**config.mk**
```make
export PLATFORM = sky130hd
export DESIGN_NAME = slave_mode_host_access
export DESIGN_NICKNAME = d
export VERILOG_FILES = /design/src/include/host_access_pkg.sv /design/src/include/wait_if.sv /design/src/wait_counter.sv /design/src/slave_mode_host_access.sv
export SDC_FILE = /design/constraint.sdc
export NUM_CORES = 1
export LEC_CHECK = 0
export CORE_MARGIN = 3
export CORE_UTILIZATION = 55
export DETAILED_ROUTE_END_ITERATION = 8
export DONT_BUFFER_PORTS = 1
export PLACE_DENSITY = 0.71
export RECOVER_POWER = 50
export SYNTH_ARGS = -nofsm -noshare
export SYNTH_HDL_FRONTEND = slang
export SYNTH_SLANG_ARGS = --single-unit
```
**constraint.sdc**
```tcl
create_clock -name aclk -period 2.85 [get_ports aclk]
set_input_delay 0.4275 -clock aclk [delete_from_list [all_inputs] [get_ports aclk]]
set_output_delay 0.4275 -clock aclk [all_outputs]
set_load 0.05 [all_outputs]
```
**src/include/host_access_pkg.sv**
```systemverilog
// Shared constants and types for the slave-mode host access block.
package host_access_pkg;
  // Register byte addresses on the AXI4-Lite port.
  localparam logic [7:0] CTRL_OFFSET = 8'h00;
  localparam logic [7:0] STATUS_OFFSET = 8'h04;
  // Field positions in the system control register.
  localparam int SYNC_MODE_POS = 0;
  localparam int EXTRA_WAIT_POS = 1;
  localparam logic [1:0] CTRL_RESET = 2'h0;
  // Field positions in the status register.
  localparam int ST_SLAVE_POS = 0;
  localparam int ST_SERIAL_POS = 1;
  localparam int ST_INDEP_POS = 2;
  // Idle pin levels loaded into the synchronisers: core enabled, strobe high, read.
  localparam logic [20:0] PIN_IDLE = 21'h0c0000;
  // Wait states per access timing.
  localparam logic [2:0] ASYNC_WAITS = 3'h3;
  localparam logic [2:0] SYNC_WRITE_WAITS = 3'h0;
  localparam logic [2:0] SYNC_READ_WAITS = 3'h0;
  localparam logic [2:0] EXTRA_READ_WAITS = 3'h1;
  // Bits moved per serial DMA memory cycle.
  localparam logic [4:0] FRAMED_BITS = 5'h10;
  localparam logic [4:0] OTHER_RX_BITS = 5'h08;
  localparam logic [4:0] OTHER_TX_BITS = 5'h10;
  // External master word addresses.
  localparam logic [1:0] EXT_CTRL_ADDR = 2'h0;
  // AXI responses.
  localparam logic [1:0] RESP_OKAY = 2'h0;
  localparam logic [1:0] RESP_SLVERR = 2'h2;
  typedef enum logic [1:0] {W_IDLE, W_COUNT} wait_state_type;
endpackage

```
**src/include/wait_if.sv**
```systemverilog
// Carrier between the access front end and the wait-state counter.
`timescale 1ns/1ns
interface wait_if;
  logic start;
  logic [2:0] waits;
  logic done;
  modport requester(output start, output waits, input done);
  modport counter(input start, input waits, output done);
endinterface

```
**src/wait_counter.sv**
```systemverilog
// Wait-state counter that paces acknowledges to the external master.
`timescale 1ns/1ns
module wait_counter
  import host_access_pkg::*;
(
  input wire logic aclk,
  input wire logic aresetn,
  wait_if.counter wif
);
  wait_state_type state_q;
  logic [2:0] cnt_q;
  logic done_q;
  logic zero_left;

  assign zero_left = (cnt_q == 3'h0);
  assign wif.done = done_q;

  // Load on the strobe start, then count down; done fires one cycle after zero.
  always_ff @(posedge aclk) begin
    if (!aresetn) begin
      state_q <= W_IDLE;
      cnt_q <= 3'h0;
      done_q <= 1'b0;
    end else begin
      done_q <= 1'b0;
      case (state_q)
        W_IDLE: begin
          if (wif.start) begin
            cnt_q <= wif.waits;
            state_q <= W_COUNT;
          end
        end
        W_COUNT: begin
          if (zero_left) begin
            done_q <= 1'b1;
            state_q <= W_IDLE;
          end else begin
            cnt_q <= cnt_q - 3'h1;
          end
        end
        default: state_q <= W_IDLE;
      endcase
    end
  end
endmodule

```
**src/slave_mode_host_access.sv**
```systemverilog
// Slave-mode host access: external master port, wait states, bus requests, AXI registers.
`timescale 1ns/1ns
module slave_mode_host_access
  import host_access_pkg::*;
(
  input wire logic aclk,
  input wire logic aresetn,
  input wire logic core_disable_pin,
  input wire logic bus_strobe_n,
  input wire logic bus_read,
  input wire logic [1:0] bus_addr,
  input wire logic [15:0] bus_data_in,
  output logic [15:0] bus_data_out,
  output logic bus_data_oe,
  output logic data_ack_n,
  output logic core_run,
  input wire logic framed_protocol,
  input wire logic rx_bit_tick,
  input wire logic tx_bit_tick,
  input wire logic serial_dma_grant,
  input wire logic independent_dma_req,
  output logic external_bus_request_n,
  output logic internal_arbiter_request,
  input wire logic [7:0] s_axi_awaddr,
  input wire logic s_axi_awvalid,
  output logic s_axi_awready,
  input wire logic [31:0] s_axi_wdata,
  input wire logic [3:0] s_axi_wstrb,
  input wire logic s_axi_wvalid,
  output logic s_axi_wready,
  output logic [1:0] s_axi_bresp,
  output logic s_axi_bvalid,
  input wire logic s_axi_bready,
  input wire logic [7:0] s_axi_araddr,
  input wire logic s_axi_arvalid,
  output logic s_axi_arready,
  output logic [31:0] s_axi_rdata,
  output logic [1:0] s_axi_rresp,
  output logic s_axi_rvalid,
  input wire logic s_axi_rready
);
  import host_access_pkg::*;

  // Pin synchronisers; only the second stage is read by logic. They reset to the
  // idle pin levels, so no false slave entry or strobe follows reset.
  logic [20:0] pin_meta_q;
  logic [20:0] pin_sync_q;
  logic strobe_prev_q, slave_prev_q, slave_mode, strobe_low, ext_read, serial_pending_q;
  logic [1:0] ext_addr;
  logic [15:0] ext_wdata;

  always_ff @(posedge aclk) begin
    if (!aresetn) begin
      pin_meta_q <= PIN_IDLE;
      pin_sync_q <= PIN_IDLE;
    end else begin
      pin_meta_q <= {core_disable_pin, bus_strobe_n, bus_read, bus_addr, bus_data_in};
      pin_sync_q <= pin_meta_q;
    end
  end

  // Even synchronous-timing accesses go through the synchronisers: the master's
  // alignment only buys margin, the two synchroniser edges add to the wait counts below.
  assign slave_mode = pin_sync_q[20];
  assign strobe_low = !pin_sync_q[19];
  assign ext_read = pin_sync_q[18];
  assign ext_addr = pin_sync_q[17:16];
  assign ext_wdata = pin_sync_q[15:0];

  // System control register and slave-mode entry.
  logic [1:0] ctrl_q;
  logic slave_entry, sync_access_mode_bit, extra_read_wait_bit;
  assign slave_entry = slave_mode && !slave_prev_q;
  assign sync_access_mode_bit = ctrl_q[SYNC_MODE_POS];
  assign extra_read_wait_bit = ctrl_q[EXTRA_WAIT_POS];

  // Wait count chosen from the timing bits at the moment the strobe falls.
  wait_if wif();
  logic access_start, access_busy_q, ext_write_now;
  logic [2:0] sync_waits;
  assign access_start = slave_mode && strobe_low && strobe_prev_q && !access_busy_q;
  assign sync_waits = ext_read ? (extra_read_wait_bit ? EXTRA_READ_WAITS : SYNC_READ_WAITS)
                               : SYNC_WRITE_WAITS;
  assign wif.start = access_start;
  assign wif.waits = sync_access_mode_bit ? sync_waits : ASYNC_WAITS;
  assign ext_write_now = wif.done && !ext_read;

  wait_counter u_wait (
    .aclk(aclk),
    .aresetn(aresetn),
    .wif(wif)
  );

  // Scratch words reachable by the external master beside the control register.
  logic [15:0] scratch_q [1:3];
  logic [15:0] ext_rdata;
  assign ext_rdata = (ext_addr == EXT_CTRL_ADDR) ? {14'h0000, ctrl_q} : scratch_q[ext_addr];

  // External access front end: acknowledge on done, hold until the strobe rises.
  always_ff @(posedge aclk) begin
    if (!aresetn) begin
      strobe_prev_q <= 1'b1;
      slave_prev_q <= 1'b0;
      access_busy_q <= 1'b0;
      data_ack_n <= 1'b1;
      bus_data_oe <= 1'b0;
      bus_data_out <= 16'h0000;
      core_run <= 1'b1;
      scratch_q[1] <= 16'h0000;
      scratch_q[2] <= 16'h0000;
      scratch_q[3] <= 16'h0000;
    end else begin
      strobe_prev_q <= !strobe_low;
      slave_prev_q <= slave_mode;
      core_run <= !slave_mode;
      if (access_start) begin
        access_busy_q <= 1'b1;
      end
      if (wif.done) begin
        data_ack_n <= 1'b0;
        bus_data_oe <= ext_read;
        bus_data_out <= ext_rdata;
        if (ext_write_now && ext_addr != EXT_CTRL_ADDR) begin
          scratch_q[ext_addr] <= ext_wdata;
        end
      end else if (!strobe_low) begin
        data_ack_n <= 1'b1;
        bus_data_oe <= 1'b0;
        access_busy_q <= 1'b0;
      end
    end
  end

  // AXI4-Lite handshake state.
  logic aw_hs, w_hs, ar_hs;
  logic have_aw_q, have_w_q, do_write;
  logic [7:0] awaddr_q;
  logic [31:0] wdata_q;
  logic [3:0] wstrb_q;
  logic wr_ctrl, wr_mapped, rd_mapped;
  logic [31:0] status_word, rd_word;
  assign aw_hs = s_axi_awvalid && s_axi_awready;
  assign w_hs = s_axi_wvalid && s_axi_wready;
  assign ar_hs = s_axi_arvalid && s_axi_arready;
  assign do_write = have_aw_q && have_w_q && !s_axi_bvalid;
  assign wr_ctrl = do_write && awaddr_q == CTRL_OFFSET && wstrb_q[0];
  assign wr_mapped = awaddr_q == CTRL_OFFSET || awaddr_q == STATUS_OFFSET;
  assign rd_mapped = s_axi_araddr == CTRL_OFFSET || s_axi_araddr == STATUS_OFFSET;

  // Control register: slave entry forces asynchronous timing; later writers follow.
  always_ff @(posedge aclk) begin
    if (!aresetn) begin
      ctrl_q <= CTRL_RESET;
    end else if (slave_entry) begin
      ctrl_q <= CTRL_RESET;
    end else if (ext_write_now && ext_addr == EXT_CTRL_ADDR) begin
      ctrl_q <= ext_wdata[1:0];
    end else if (wr_ctrl) begin
      ctrl_q <= wdata_q[1:0];
    end
  end

  // Write channel: address and data taken in either order, one response each.
  always_ff @(posedge aclk) begin
    if (!aresetn) begin
      have_aw_q <= 1'b0;
      have_w_q <= 1'b0;
      awaddr_q <= 8'h00;
      wdata_q <= 32'h00000000;
      wstrb_q <= 4'h0;
      s_axi_awready <= 1'b1;
      s_axi_wready <= 1'b1;
      s_axi_bvalid <= 1'b0;
      s_axi_bresp <= RESP_OKAY;
    end else begin
      if (aw_hs) begin
        awaddr_q <= s_axi_awaddr;
        have_aw_q <= 1'b1;
        s_axi_awready <= 1'b0;
      end
      if (w_hs) begin
        wdata_q <= s_axi_wdata;
        wstrb_q <= s_axi_wstrb;
        have_w_q <= 1'b1;
        s_axi_wready <= 1'b0;
      end
      if (do_write) begin
        s_axi_bvalid <= 1'b1;
        s_axi_bresp <= wr_mapped ? RESP_OKAY : RESP_SLVERR;
        have_aw_q <= 1'b0;
        have_w_q <= 1'b0;
      end
      if (s_axi_bvalid && s_axi_bready) begin
        s_axi_bvalid <= 1'b0;
        s_axi_awready <= 1'b1;
        s_axi_wready <= 1'b1;
      end
    end
  end

  // Read channel: one-cycle answer, status shows live block state.
  assign status_word = {29'h0, independent_dma_req, serial_pending_q, slave_mode};
  assign rd_word = (s_axi_araddr == CTRL_OFFSET) ? {30'h0, ctrl_q} : status_word;
  always_ff @(posedge aclk) begin
    if (!aresetn) begin
      s_axi_arready <= 1'b1;
      s_axi_rvalid <= 1'b0;
      s_axi_rdata <= 32'h00000000;
      s_axi_rresp <= RESP_OKAY;
    end else if (ar_hs) begin
      s_axi_arready <= 1'b0;
      s_axi_rvalid <= 1'b1;
      s_axi_rdata <= rd_mapped ? rd_word : 32'h00000000;
      s_axi_rresp <= rd_mapped ? RESP_OKAY : RESP_SLVERR;
    end else if (s_axi_rvalid && s_axi_rready) begin
      s_axi_rvalid <= 1'b0;
      s_axi_arready <= 1'b1;
    end
  end

  // Serial DMA pacing: bit counters raise a memory-cycle request. These never look
  // at the slave timing bits, so DMA cycles keep their own speed.
  logic [4:0] rx_cnt_q;
  logic [4:0] tx_cnt_q;
  logic [4:0] rx_limit;
  logic rx_due, tx_due;
  assign rx_limit = framed_protocol ? FRAMED_BITS : OTHER_RX_BITS;
  assign rx_due = rx_bit_tick && (rx_cnt_q + 5'h01 >= rx_limit);
  assign tx_due = tx_bit_tick && (tx_cnt_q + 5'h01 >= OTHER_TX_BITS);

  // A new request in the grant cycle wins over the clear.
  always_ff @(posedge aclk) begin
    if (!aresetn) begin
      rx_cnt_q <= 5'h00;
      tx_cnt_q <= 5'h00;
      serial_pending_q <= 1'b0;
    end else begin
      if (rx_bit_tick) begin
        rx_cnt_q <= rx_due ? 5'h00 : rx_cnt_q + 5'h01;
      end
      if (tx_bit_tick) begin
        tx_cnt_q <= tx_due ? 5'h00 : tx_cnt_q + 5'h01;
      end
      if (rx_due || tx_due) begin
        serial_pending_q <= 1'b1;
      end else if (serial_dma_grant) begin
        serial_pending_q <= 1'b0;
      end
    end
  end

  // Route DMA requests to the pin in slave mode, else to the on-chip arbiter.
  logic dma_want;
  assign dma_want = serial_pending_q || independent_dma_req;
  always_ff @(posedge aclk) begin
    if (!aresetn) begin
      external_bus_request_n <= 1'b1;
      internal_arbiter_request <= 1'b0;
    end else begin
      external_bus_request_n <= !(dma_want && slave_mode);
      internal_arbiter_request <= dma_want && !slave_mode;
    end
  end
endmodule

```
Word level (Yosys, flattened, before mapping)
Memories as Yosys holds them, arrays and structs flattened. A register that Yosys moved wholly into a read port is not among the register bits.
Index checks and enable logic that the tools add are counted.
Storage, ports and cells
  bits in registers: 139
  memory bits (writable): 48
  bits of input ports: 85
  output and inout port bits: 62
  word-level logic and storage cells: 135
  memories kept: 1
Memory list
  scratch_q: depth 3, bits a word 16, read ports 1, clocked after memory_dff 1, wr ports 3, RTL line slave_mode_host_access.sv:95  | logic [15:0] scratch_q [1:3];
Cells by class
  add/subtract/negate cells: 3
  order comparisons: 2
  eq/ne operators: 6
  multiplexer cells: 42
  bitwise gates (word level): 1
  reductions and logical operators: 49
Operators with widths (number)
  two-way mux 16 bit: 2
  two-way mux 1 bit: 22
  logical AND 1 bit: 20
  two-way mux 2 bit: 9
  equality test 8 x 3 -> 1 bit (second input constant): 2
  zero test 8 bit: 2
  OR reduction 16 bit: 1
  two-way mux 5 bit: 3
  two-way mux 3 bit: 4
  nonzero test 2 bit: 6
  adder 5 x 1 -> 5 bit (second input constant): 2
  zero test 1 bit: 7
  case mux 3 bit (2 select lines): 1
  OR reduction 2 bit: 3
  greater-or-equal comparator 5 bit: 1
  greater-or-equal comparator 5 bit (second input constant): 1
  zero test 2 bit: 2
  logical OR 1 bit: 4
  != test 2 bit (second input constant): 2
  case mux 2 bit (2 select lines): 1
  AND reduction 2 bit: 2
  zero test 3 bit: 1
  AND reduction 3 bit: 1
  subtractor 3 x 1 -> 3 bit (second input constant): 1
  other kinds (3): 3

Longest topological paths before layout
Gate-level depths: netlist of run 1.
  depth after elaboration: 9
  depth in mapped cells: 8
  mapped depth without buffers: 8

Modules after synthesis
From an unflattened synthesis of run 1, not the netlist that was laid out.
Unflattened totals
  cell total of the unflattened synthesis: 560
  area, all modules: 6134.6 sq um
By module, submodules not included
  slave_mode_host_access: times used 1, cells an instance 530, area an instance 5858.1 sq um, sequential area each 3483.3 sq um
  wait_counter: times used 1, cells an instance 30, area an instance 276.5 sq um, sequential area each 100.1 sq um

Worst setup path after synthesis of run 1
No wires, ideal clock.
  path type: reg-to-reg
  start: reg rx_cnt_q[0]
  end: reg rx_cnt_q[2]
  setup time: 0.075 ns
  data arrival time: 1.967 ns
  required time: 2.775 ns
  setup slack: 0.808 ns
  cell stages (with the launch flop): 9
  buffers on the path: 0
  clock period less this slack: 2.042 ns
  path through: dfxtp_1 > ha_1 > nand3_1 > xnor2_1 > ha_1 > and3_1 > a221oi_2 > nand4b_1 > a31oi_1
Between the ends
  longest elaborated chain between the ends: 4
RTL lines
  start, declared: RTL line slave_mode_host_access.sv:223  | logic [4:0] rx_cnt_q;
  start signal, assigned: RTL line slave_mode_host_access.sv:239  | rx_cnt_q <= rx_due ? 5'h00 : rx_cnt_q + 5'h01;
  adder 5 x 1 -> 5 bit (*): RTL line slave_mode_host_access.sv:228, slave_mode_host_access.sv:239
  greater-or-equal comparator 5 bit: RTL line slave_mode_host_access.sv:228  | assign rx_due = rx_bit_tick && (rx_cnt_q + 5'h01 >= rx_limit);
  logical AND 1 bit: RTL line slave_mode_host_access.sv:228
  two-way mux 5 bit (*): RTL line slave_mode_host_access.sv:239
Every way passes the cells marked *; elsewhere a longest branch is shown, timed or not.
A chain may end at the register's enable or synchronous reset.

Final worst setup path of run 1
  start: reg rx_cnt_q[0]
  end: reg serial_pending_q
Between the ends
  longest elaborated chain between the ends: 5
  elaborated cells on any way between the ends: 6
  those cells by class: 1 x add/sub; 1 x order compare; 1 x mux; 3 x reduce/logical
RTL lines
  adder 5 x 1 -> 5 bit (*): RTL line slave_mode_host_access.sv:228
  greater-or-equal comparator 5 bit (*): RTL line slave_mode_host_access.sv:228
  logical AND 1 bit (*): RTL line slave_mode_host_access.sv:228
  logical OR 1 bit (*): RTL line slave_mode_host_access.sv:244  | if (rx_due || tx_due) begin
  two-way mux 1 bit or nonzero test 2 bit (tied branches)
  end signal, assigned: RTL line slave_mode_host_access.sv:236  | serial_pending_q <= 1'b0;
  end signal, assigned: RTL line slave_mode_host_access.sv:245  | serial_pending_q <= 1'b1;
  end signal, assigned: RTL line slave_mode_host_access.sv:247  | serial_pending_q <= 1'b0;
  end, declared: RTL line slave_mode_host_access.sv:48  | logic strobe_prev_q, slave_prev_q, slave_mode, strobe_low, ext_read, serial_pending_q;
Marked as above.

==> metrics.md, run 1 <==
| Metric | Value |
|---|---|
| GRT overflow | 0 |
| RSZ-0062 raised after global routing | no |
| Top FF cell, synth | dfxtp_1 |
| M1 GR Usage | 23.9% |
| Vias per std cell | 5.25 |
| DIE AREA | 12,400 µm² |
| Final Hold Slack | 0.0258 ns |
| First-pass GRT wire length | 18.3 mm |
| Highest fanout seen on the critical path | 7 |
| FF-to-FF path depth | 8 |
| Post-cts gate resize count | 0 |
| VDD IR max | 0.375 mV |
| Crit end category | register |
| Crit path kind | reg -> reg |
| Row Count | 37 |
| Hold Path Depth | 1 |
| Core area | 10,600 µm² |
| Switch share | 22.0% |
| Average wire per standard cell | 15.3 µm |
| Max-capacitance violation count | 1 |
| Reg2Reg Capture Point | serial_pending_q |
| Final slew viol count | 53 |
| # setup viols final | 0 |
| Net Switching | 1090 µW |
| TritonCTS clock tree | built |
| Clock transition at path regs | 0.06 ns |
| GR Layer Usage met3 | 6.17% |
| Reg2Reg Setup Slack | 0.47 ns |
| Layout cells sized above 1 | 7.12% |
| Number of global-route vias before repair | 3,697 |
| Crit path arrival time | 2.71 ns |
| Nets@finish | 656 |
| Gate power share | 5.2% |
| Max clock buf depth | 2 |
| R2r startpoint | rx_cnt_q[0] |
| Layout fillers | 816 |
| Internal power | 3850 µW |
| Clk sinks | 155 |
| Worst rel slew slack | -10.9% |
| Fin. Hold Viols | 0 |
| Initial antenna violation count | 0 |
| Setup_tns | 0 ns |
| Async SR Flop Fraction | 0% |
| EDFF count, synth | 48 |
| Worst Hold Endpoint | pin_meta_q[2] |
| Final GP Congestion | 0.737 |
| Worst-margin pin slew | 1.66 ns |
| Total Wirelength | 10.9 mm |
| Syn Area/Cell | 11.0 µm² |
| Worst Hold Launch | aresetn |
| Max frequency | 420 MHz |
| Die Span Y | 111 µm |
| Leak | 0.00264 µW |
| Largest net degree at the start of global routing | 53 |
| Sequential power share | 49.0% |
| Met2 Usage GRT | 28.7% |
| Violated checks | max-capacitance violations, max-slew violations |
| Skew-Pair Late Insertion Delay | 0.52 ns |
| Synth Instances | 556 |
| Clock power share | 45.8% |
| DRT iter0 DRCs | 230 |
| Num CTS Buffers | 17 |
| Pre-Repair DR Iteration Count | 4 |
| GRT Total Usage | 18.4% |
| Sequential element share of the synthesized area | 58.7% |
| Drt drc | 0 |
| Distinct cells, synth | 48 |
| Hold Crit Class | in -> reg |
| Fin crit period | 2.38 ns |
| Synth warnings | 0 |
| # IOs | 147 |
| Buffers on Ports | 0 |
| Root buffer cell | clkbuf_8 |
| H-tree lvl count | 4 |
| Commonest cells after routing, fill and taps aside | 107 x dfxtp_1, 64 x and2_1, 48 x edfxtp_1 |
| Mapped cell area | 6100 µm² |
| Commonest non-fill, non-tap cell in the layout | dfxtp_1 |
| Busiest grt layer | met2 |
| DP HPWL | 7.05 mm |
| Initial core utilization | 57.8% |
| Post-detailed-route count of antenna-violating nets | 0 |
| Area delta synth->final | 11.2% |
| N_diodes | 0 |
| Final worst-path cycle share | 83.5% |
| Power Dens Cells | 727 nW/µm² |
| Final Skew | 0.00586 ns |
| Synthesized flop and latch total | 155 |
| Final Util | 64.3% |
| Status | complete, but fails checks |
| Startpoint types | register |
| Critical Path RT | 3.18 ns |
| Die X | 111 µm |
| DR vias | 3,737 |
-- cells in the mapped netlist (4+ instances only) --
master / number / area [µm²]
mux2_1: 14 / 158
clkbuf_1: 25 / 93.8
dfxtp_1: 107 / 2140
nand2_1: 21 / 78.8
a21oi_1: 31 / 155
a211oi_1: 17 / 128
edfxtp_1: 48 / 1440
nor2_1: 31 / 116
mux2i_1: 6 / 60.1
nor3_1: 5 / 25.0
nand3_1: 16 / 80.1
nand2b_1: 19 / 119
and2_1: 87 / 544
o21ai_0: 7 / 35.0
nand3b_1: 6 / 45.0
buf_4: 31 / 233
o21ai_1: 5 / 25.0
a2bb2oi_1: 4 / 35.0
ha_1: 7 / 87.6
a22oi_1: 14 / 105
inv_1: 14 / 52.6
-- sequential cells by signal, summed over array words and instances, names as in the netlist, 5 cells and up --
name,flops
bus_data_out,16
scratch_q,48
rx_cnt_q,5
pin_meta_q,21
tx_cnt_q,5
awaddr_q,8
pin_sync_q,21
-- worst max path at each step --
stage | from | end
after floorplan | rx_cnt_q[0] | rx_cnt_q[2]
after global placement | rx_cnt_q[0] | serial_pending_q
after detailed placement | rx_cnt_q[0] | rx_cnt_q[2]
after CTS | rx_cnt_q[0] | serial_pending_q
after global routing | rx_cnt_q[1] | rx_cnt_q[2]
final | rx_cnt_q[0] | serial_pending_q
-- worst max-delay path, cell delays in order, from the launching register on --
cell	delay (ns)
dfxtp_1	0.40
ha_1	0.25
nand3_1	0.11
xnor2_1	0.21
ha_1	0.28
and3_1	0.20
a221oi_2	0.45
nand2b_1	0.20
a21oi_1	0.07
-- layer usage --
metal	wire length, µm	vias up
li1	-	1862
met1	4870	1744
met2	5150	121
met3	750	10
met4	106	0
met5	0	-
-- kinds of logic (layout without fill, tap and decap cells) --
kind of cell / Yosys count / in the layout / synth area share (%)
AO/OA/AOI/OAI: 87 / 87 / 9.23
XOR/XNOR: 4 / 4 / 0.574
adder cells (fa/ha/maj): 7 / 7 / 1.44
buffers and inverters: 74 / 64 / 6.52
flip-flops: 155 / 155 / 58.7
multiplexers: 22 / 22 / 4.31
other: 1 / 31 / 0.0615
AND/OR/NAND/NOR: 206 / 206 / 19.1
-- per-stage QoR --
| stage | instances | setup slack (ns) | total power, µW | instance area [µm²] |
|---|---|---|---|---|
| 2_1_floorplan | 586 | 0.808 | 2710 | 6210 |
| 3_5_place_dp | 674 | 0.522 | 2710 | 6120 |
| 4_1_cts | 711 | 0.509 | 4970 | 6800 |
| 6_report | 712 | 0.471 | 4930 | 6790 |
| 5_1_grt | 712 | 0.238 | 5100 | 6790 |
| 3_3_place_gp | 674 | 0.660 | 2700 | 6120 |
-- power by group through the flow --
stage                     sequential [µW]  clock (µW)  combinational (µW)
final                                2410        2260                 259
after global routing                 2420        2400                 282
after CTS                            2410        2300                 262
after detailed placement             2460           0                 252
after global placement               2460           0                 247
after floorplan                      2450           0                 254
-- layout make-up --
type / count / area (µm²) / share of cell area, %
Sequential cell: 155 / 3580 / 52.8
Multi-Input combinational cell: 357 / 2230 / 32.8
Clock buffer: 23 / 510 / 7.52
Tap cell: 136 / 170 / 2.51
Timing Repair Buffer: 18 / 138 / 2.03
Clock inverter: 8 / 101 / 1.49
Inverter: 15 / 56.3 / 0.830
-- what timing repair did --
item / 4_1_cts / 5_1_grt
setup buffers: 0 / 0
hold endpoints to repair: 10 / 1
hold buffers: 6 / 1
Note: power is estimated with default switching activity, not from simulation.
==> run 2: changes to the inputs <==
==> constraint.sdc (replaced) <==
create_clock -name aclk -period 2.3 [get_ports aclk]
set_input_delay 0.345 -clock aclk [delete_from_list [all_inputs] [get_ports aclk]]
set_output_delay 0.345 -clock aclk [all_outputs]
set_load 0.05 [all_outputs]
==> metrics.md, run 2 (same netlist as run 1, synthesis figures left out) <==
| Metric | Value |
|---|---|
| First-pass GRT wire length | 18.7 mm (was 18.3 mm) |
| Total Wirelength | 11.3 mm (was 10.9 mm) |
| DR vias | 3,897 (was 3,737) |
| Worst rel slew slack | 36.6% (was -10.9%) |
| Num CTS Buffers | 17 (unchanged) |
| Clock power share | 43.8% (was 45.8%) |
| Fin crit period | 2.17 ns (was 2.38 ns) |
| Nets@finish | 697 (was 656) |
| Critical Path RT | 2.76 ns (was 3.18 ns) |
| Initial core utilization | 57.8% (unchanged) |
| Fin. Hold Viols | 0 (unchanged) |
| Crit path kind | reg -> reg (unchanged) |
| Crit path arrival time | 2.63 ns (was 2.71 ns) |
| Clock transition at path regs | 0.07 ns (was 0.06 ns) |
| Die Span Y | 111 µm (unchanged) |
| Core area | 10,600 µm² (unchanged) |
| Power Dens Cells | 840 nW/µm² (was 727 nW/µm²) |
| Crit end category | register (unchanged) |
| Worst-margin pin slew | 0.952 ns (was 1.66 ns) |
| Layout cells sized above 1 | 8.74% (was 7.12%) |
| Design area | 7170 µm² (was 6790 µm²) |
| RSZ-0062 raised after global routing | no (unchanged) |
| Max clock buf depth | 2 (unchanged) |
| Vias per std cell | 5.17 (was 5.25) |
| Hold Crit Class | in -> reg (unchanged) |
| Internal power | 4520 µW (was 3850 µW) |
| H-tree lvl count | 4 (unchanged) |
| Startpoint types | register (unchanged) |
| DIE AREA | 12,400 µm² (unchanged) |
| Dpl cell area | 6190 µm² (was 6120 µm²) |
| Largest registers | scratch_q (48), pin_meta_q (21), pin_sync_q (21) (unchanged) |
| Number of global-route vias before repair | 3,822 (was 3,697) |
| Status | finished clean (was complete, but fails checks) |
| Die X | 111 µm (unchanged) |
| # setup viols final | 0 (unchanged) |
| # IOs | 147 (unchanged) |
| Sequential power share | 49.5% (was 49.0%) |
| Average wire per standard cell | 15.0 µm (was 15.3 µm) |
| GRT overflow | 0 (unchanged) |
| Initial antenna violation count | 0 (unchanged) |
| DRT iter0 DRCs | 190 (was 230) |
| DP HPWL | 7.28 mm (was 7.05 mm) |
| Layout fillers | 802 (was 816) |
| Max frequency | 460 MHz (was 420 MHz) |
| Worst Hold Launch | tx_bit_tick (was aresetn) |
| R2r startpoint | rx_cnt_q[0] (unchanged) |
| Net Switching | 1510 µW (was 1090 µW) |
| Final slew viol count | 0 (was 53) |
| GRT Total Usage | 19.0% (was 18.4%) |
| TritonCTS clock tree | built (unchanged) |
| Switch share | 25.0% (was 22.0%) |
| Pre-Repair DR Iteration Count | 4 (unchanged) |
| Commonest cells after routing, fill and taps aside | 105 x dfxtp_1, 70 x and2_1, 48 x edfxtp_1 (was 107 x dfxtp_1, 64 x and2_1, 48 x edfxtp_1) |
| Root buffer cell | clkbuf_8 (unchanged) |
| Max reg flops | 48 (unchanged) |
| Post-detailed-route count of antenna-violating nets | 0 (unchanged) |
| Drt drc | 0 (unchanged) |
| Commonest non-fill, non-tap cell in the layout | dfxtp_1 (unchanged) |
| Final Skew | 0.00726 ns (was 0.00586 ns) |
| N_diodes | 0 (unchanged) |
| Leak | 0.00280 µW (was 0.00264 µW) |
| Area delta synth->final | 17.6% (was 11.2%) |
| Biggest register | scratch_q (unchanged) |
| Buffers on Ports | 0 (unchanged) |
| Gate power share | 6.7% (was 5.2%) |
| Final Hold Slack | 0.0406 ns (was 0.0258 ns) |
| Post-CTS Setup Bufs | 0 (unchanged) |
| VDD IR max | 0.500 mV (was 0.375 mV) |
| Final worst-path cycle share | 94.5% (was 83.5%) |
| Clk sinks | 155 (unchanged) |
| Skew-Pair Late Insertion Delay | 0.53 ns (was 0.52 ns) |
| Row Count | 37 (unchanged) |
| Largest net degree at the start of global routing | 52 (was 53) |
| Highest fanout seen on the critical path | 7 (unchanged) |
| Final GP Congestion | 0.740 (was 0.737) |
| Max-capacitance violation count | 0 (was 1) |
| Worst Setup SP | rx_cnt_q[0] (unchanged) |
| Final Util | 68.0% (was 64.3%) |
==> run 2: cell count changes in the layout (fill, tap and decap cells not counted), sizes merged <==
cell / delta
buf: +4
bufinv: -1
clkbuf: -2
clkinvlp: +1
dlygate4sd3: +33
inv: +7
==> run 2: worst paths after layout <==
path                    endpoint  slack, ns  depth (start not counted)
setup / recovery     rx_cnt_q[2]       0.13                          8
hold / removal       tx_cnt_q[0]       0.04                          2
setup reg to reg     rx_cnt_q[2]       0.13                          8
hold reg to reg   pin_sync_q[19]       0.41                          1
==> run 2: cell type report <==
class | count | area [µm²] | area share, %
Tap cell | 136 | 170 | 2.37
Sequential cell | 155 | 3590 | 50.0
Clock buffer | 17 | 414 | 5.77
Multi-Input combinational cell | 357 | 2260 | 31.5
Inverter | 15 | 56.3 | 0.785
Clock inverter | 15 | 150 | 2.09
Timing Repair Buffer | 59 | 539 | 7.52
==> run 2: per-stage QoR <==
stage          power, µW  setup slack (ns)  TNS [ns]  std cells
2_1_floorplan       3360             0.258         0        586
3_3_place_gp        3360             0.110         0        681
3_5_place_dp        3370           -0.0198   -0.0198        681
4_1_cts             6070            0.0273         0        754
5_1_grt             6240           0.00433         0        754
6_report            6020             0.126         0        754
==> run 2: critical path, stage by stage, from the launching register on <==
cell and delay (ns):
dfxtp_2 0.39, ha_4 0.17, nand3_1 0.12, xnor2_2 0.17, ha_1 0.33, and3_1 0.23
a221oi_4 0.37, nand4b_1 0.15, a31oi_1 0.17
==> run 2: repair_timing <==
item | 4_1_cts | 5_1_grt
endpoints found under the setup margin | 1 | 6
resized for setup | 1 | 5
endpoints found under the hold margin | 75 | 0
pin swaps | 0 | 2
hold buffers | 41 | 0
==> run 2: per-layer routing <==
layer | track usage, % | share of wire, % | vias up
met4 | 7.06 | 1.5 | 0
met1 | 24.5 | 46 | 1836
met3 | 5.90 | 5.2 | 18
li1 | - | - | 1947
met2 | 30.5 | 48 | 96
met5 | 0 | 0 | -
==> run 2: power groups by stage <==
stage               clock network (µW)  registers [µW]  logic (µW)
floorplan                            0            3040         315
global placement                     0            3040         324
detailed placement                   0            3040         332
CTS                               2690            2980         406
global route                      2820            2990         437
finish                            2640            2980         403
==> run 3: changes to the inputs <==
--- a/config.mk
+++ b/config.mk
@@ -9,8 +9,10 @@
 export CORE_UTILIZATION = 55
 export DETAILED_ROUTE_END_ITERATION = 8
 export DONT_BUFFER_PORTS = 1
+export GPL_TIMING_DRIVEN = 0
 export PLACE_DENSITY = 0.71
 export RECOVER_POWER = 50
+export SETUP_SLACK_MARGIN = 0.1
 export SYNTH_ARGS = -nofsm -noshare
 export SYNTH_HDL_FRONTEND = slang
 export SYNTH_SLANG_ARGS = --single-unit
==> metrics.md, run 3 (same netlist as run 1, synthesis figures left out) <==
| Metric | Value |
|---|---|
| Setup WS pre-CTS | -0.258 ns (was -0.0198 ns) |
| Total Wirelength | 12.4 mm (was 11.3 mm) |
| Final GP Congestion | 0.779 (was 0.740) |
| # setup viols final | 0 (unchanged) |
| Critical Path RT | 2.75 ns (was 2.76 ns) |
| DR vias | 4,096 (was 3,897) |
| Critical path's slowest cell | a221oi_4 (was dfxtp_2) |
| GRT overflow | 0 (unchanged) |
| DIE AREA | 12,400 µm² (unchanged) |
| Fin crit period | 2.07 ns (was 2.17 ns) |
| Crit path kind | reg -> reg (unchanged) |
| Pre-Repair DR Iteration Count | 4 (unchanged) |
| FF-to-FF path depth | 8 (unchanged) |
| Initial antenna violation count | 0 (unchanged) |
| R2r startpoint | rx_cnt_q[1] (was rx_cnt_q[0]) |
| RSZ-0062 raised after global routing | no (unchanged) |
| Commonest cells after routing, fill and taps aside | 105 x dfxtp_1, 66 x and2_1, 48 x edfxtp_1 (was 105 x dfxtp_1, 70 x and2_1, 48 x edfxtp_1) |
| H-tree lvl count | 4 (unchanged) |
| Clk sinks | 155 (unchanged) |
| Fin cells | 797 (was 754) |
| Highest fanout seen on the critical path | 7 (unchanged) |
| Worst Hold Launch | s_axi_bready (was tx_bit_tick) |
| Biggest register | scratch_q (unchanged) |
| Hold Crit Class | in -> reg (unchanged) |
| Max frequency | 482 MHz (was 460 MHz) |
| Skew-Pair Late Insertion Delay | 0.52 ns (was 0.53 ns) |
| Status | finished clean (unchanged) |
| Max-capacitance violation count | 0 (unchanged) |
| Power Dens Cells | 801 nW/µm² (was 840 nW/µm²) |
| Layout cells sized above 1 | 13.2% (was 8.74%) |
| Buffers on Ports | 0 (unchanged) |
| Placed Instances | 722 (was 681) |
| Core area | 10,600 µm² (unchanged) |
| Drt drc | 0 (unchanged) |
| Final Skew | 0.00776 ns (was 0.00726 ns) |
| # IOs | 147 (unchanged) |
| Crit end category | register (unchanged) |
| Max reg flops | 48 (unchanged) |
| Clock transition at path regs | 0.06 ns (was 0.07 ns) |
| DRT iter0 DRCs | 214 (was 190) |
| Worst-margin pin slew | 0.653 ns (was 0.952 ns) |
| Area delta synth->final | 22.0% (was 17.6%) |
| GRT Total Usage | 20.7% (was 19.0%) |
| Average wire per standard cell | 15.6 µm (was 15.0 µm) |
| Leak | 0.00296 µW (was 0.00280 µW) |
| DP HPWL | 8.28 mm (was 7.28 mm) |
| N_diodes | 0 (unchanged) |
| Number of global-route vias before repair | 4,137 (was 3,822) |
| Largest registers | scratch_q (48), pin_meta_q (21), pin_sync_q (21) (unchanged) |
| Nets@finish | 740 (was 697) |
| Largest net degree at the start of global routing | 17 (was 52) |
| TritonCTS clock tree | built (unchanged) |
| Post-detailed-route count of antenna-violating nets | 0 (unchanged) |
| Vias per std cell | 5.14 (was 5.17) |
| Final Hold Slack | 0.0428 ns (was 0.0406 ns) |
| Fin. Hold Viols | 0 (unchanged) |
| Final worst-path cycle share | 90.2% (was 94.5%) |
| Largest stage delay, worst path | 0.38 ns (was 0.39 ns) |
| Startpoint types | register (unchanged) |
| Crit path cell chain | ha_4, nand3_2, xnor2_2, ha_4, and3_4, a221oi_4, nand3_1, a21oi_1 (was ha_4, nand3_1, xnor2_2, ha_1, and3_1, a221oi_4, nand4b_1, a31oi_1) |
| Die Span Y | 111 µm (unchanged) |
| Final Util | 70.5% (was 68.0%) |
| Row Count | 37 (unchanged) |
| Num CTS Buffers | 17 (unchanged) |
| Final slew viol count | 0 (unchanged) |
| Design area | 7440 µm² (was 7170 µm²) |
| Crit path arrival time | 2.52 ns (was 2.63 ns) |
| Worst Setup SP | rx_cnt_q[1] (was rx_cnt_q[0]) |
| Root buffer cell | clkbuf_8 (unchanged) |
| Max clock buf depth | 2 (unchanged) |
| Commonest non-fill, non-tap cell in the layout | dfxtp_1 (unchanged) |
| First-pass GRT wire length | 20.3 mm (was 18.7 mm) |
| CP most frequent cell | ha_4 |
| Die X | 111 µm (unchanged) |
| Initial core utilization | 57.8% (unchanged) |
| VDD IR max | 0.490 mV (was 0.500 mV) |
| Worst rel slew slack | 56.4% (was 36.6%) |
| Dpl cell area | 6390 µm² (was 6190 µm²) |
| Worst Setup Slack, final | 0.226 ns (was 0.126 ns) |
| Hold Path Depth | 2 (unchanged) |
==> run 3: through the flow <==
| stage | TNS [ns] | power (µW) |
|---|---|---|
| after CTS | 0 | 5990 |
| after floorplan | 0 | 3360 |
| after detailed placement | -7.01 | 3420 |
| after global placement | -10.57 | 3410 |
| final | 0 | 5970 |
| after global routing | 0 | 6180 |
==> run 3: final timing paths <==
check / end / slack, ns
worst max register to register: rx_cnt_q[4] / 0.23
worst max-delay path: rx_cnt_q[4] / 0.23
worst min register to register: pin_sync_q[18] / 0.41
worst min-delay path: s_axi_awready / 0.04
==> run 3: worst max-delay path, delay by kind of cell (launching register included) <==
| family | cells | cell delay, ns |
|---|---|---|
| xor gates and xnor gates | 1 | 0.25 |
| adders and majority gates | 2 | 0.38 |
| DFF | 1 | 0.37 |
| and+or+nand+nor | 3 | 0.43 |
| AOI/OAI and AO/OA | 2 | 0.57 |
==> run 3: repair_timing <==
| action | in CTS | in global routing |
|---|---|---|
| gates resized for setup | 12 | 10 |
| hold buffers | 38 | 0 |
| pin swaps | 1 | 4 |
| endpoints found under the hold margin | 39 | 0 |
| endpoints found under the setup margin | 54 | 48 |
| buffers inserted | 0 | 5 |
==> run 3: layout make-up <==
type | count | area (µm²)
buffer | 59 | 344
clock buffer | 24 | 492
clock inverter | 8 | 56.3
fill | 783 | 3110
inverter | 15 | 56.3
multi-input combinational | 357 | 2320
sequential | 155 | 3590
tap | 136 | 170
timing repair buffer | 43 | 418
==> run 3: power by group <==
part / internal [µW] / total, µW / switching, µW
sequential: 2910 / 3000 / 89.4
clock: 1480 / 2530 / 1050
combinational: 168 / 434 / 265
total: 4560 / 5970 / 1410
==> run 3: layer usage <==
layer	vias to the layer above	share of wire (%)	GRT usage [%]	routed length, µm
met5	-	0	0	0
met4	0	2.0	7.30	245
met1	1903	41	25.7	5160
met3	22	8.0	7.31	1000
met2	138	48	33.8	6030
li1	2033	-	-	-
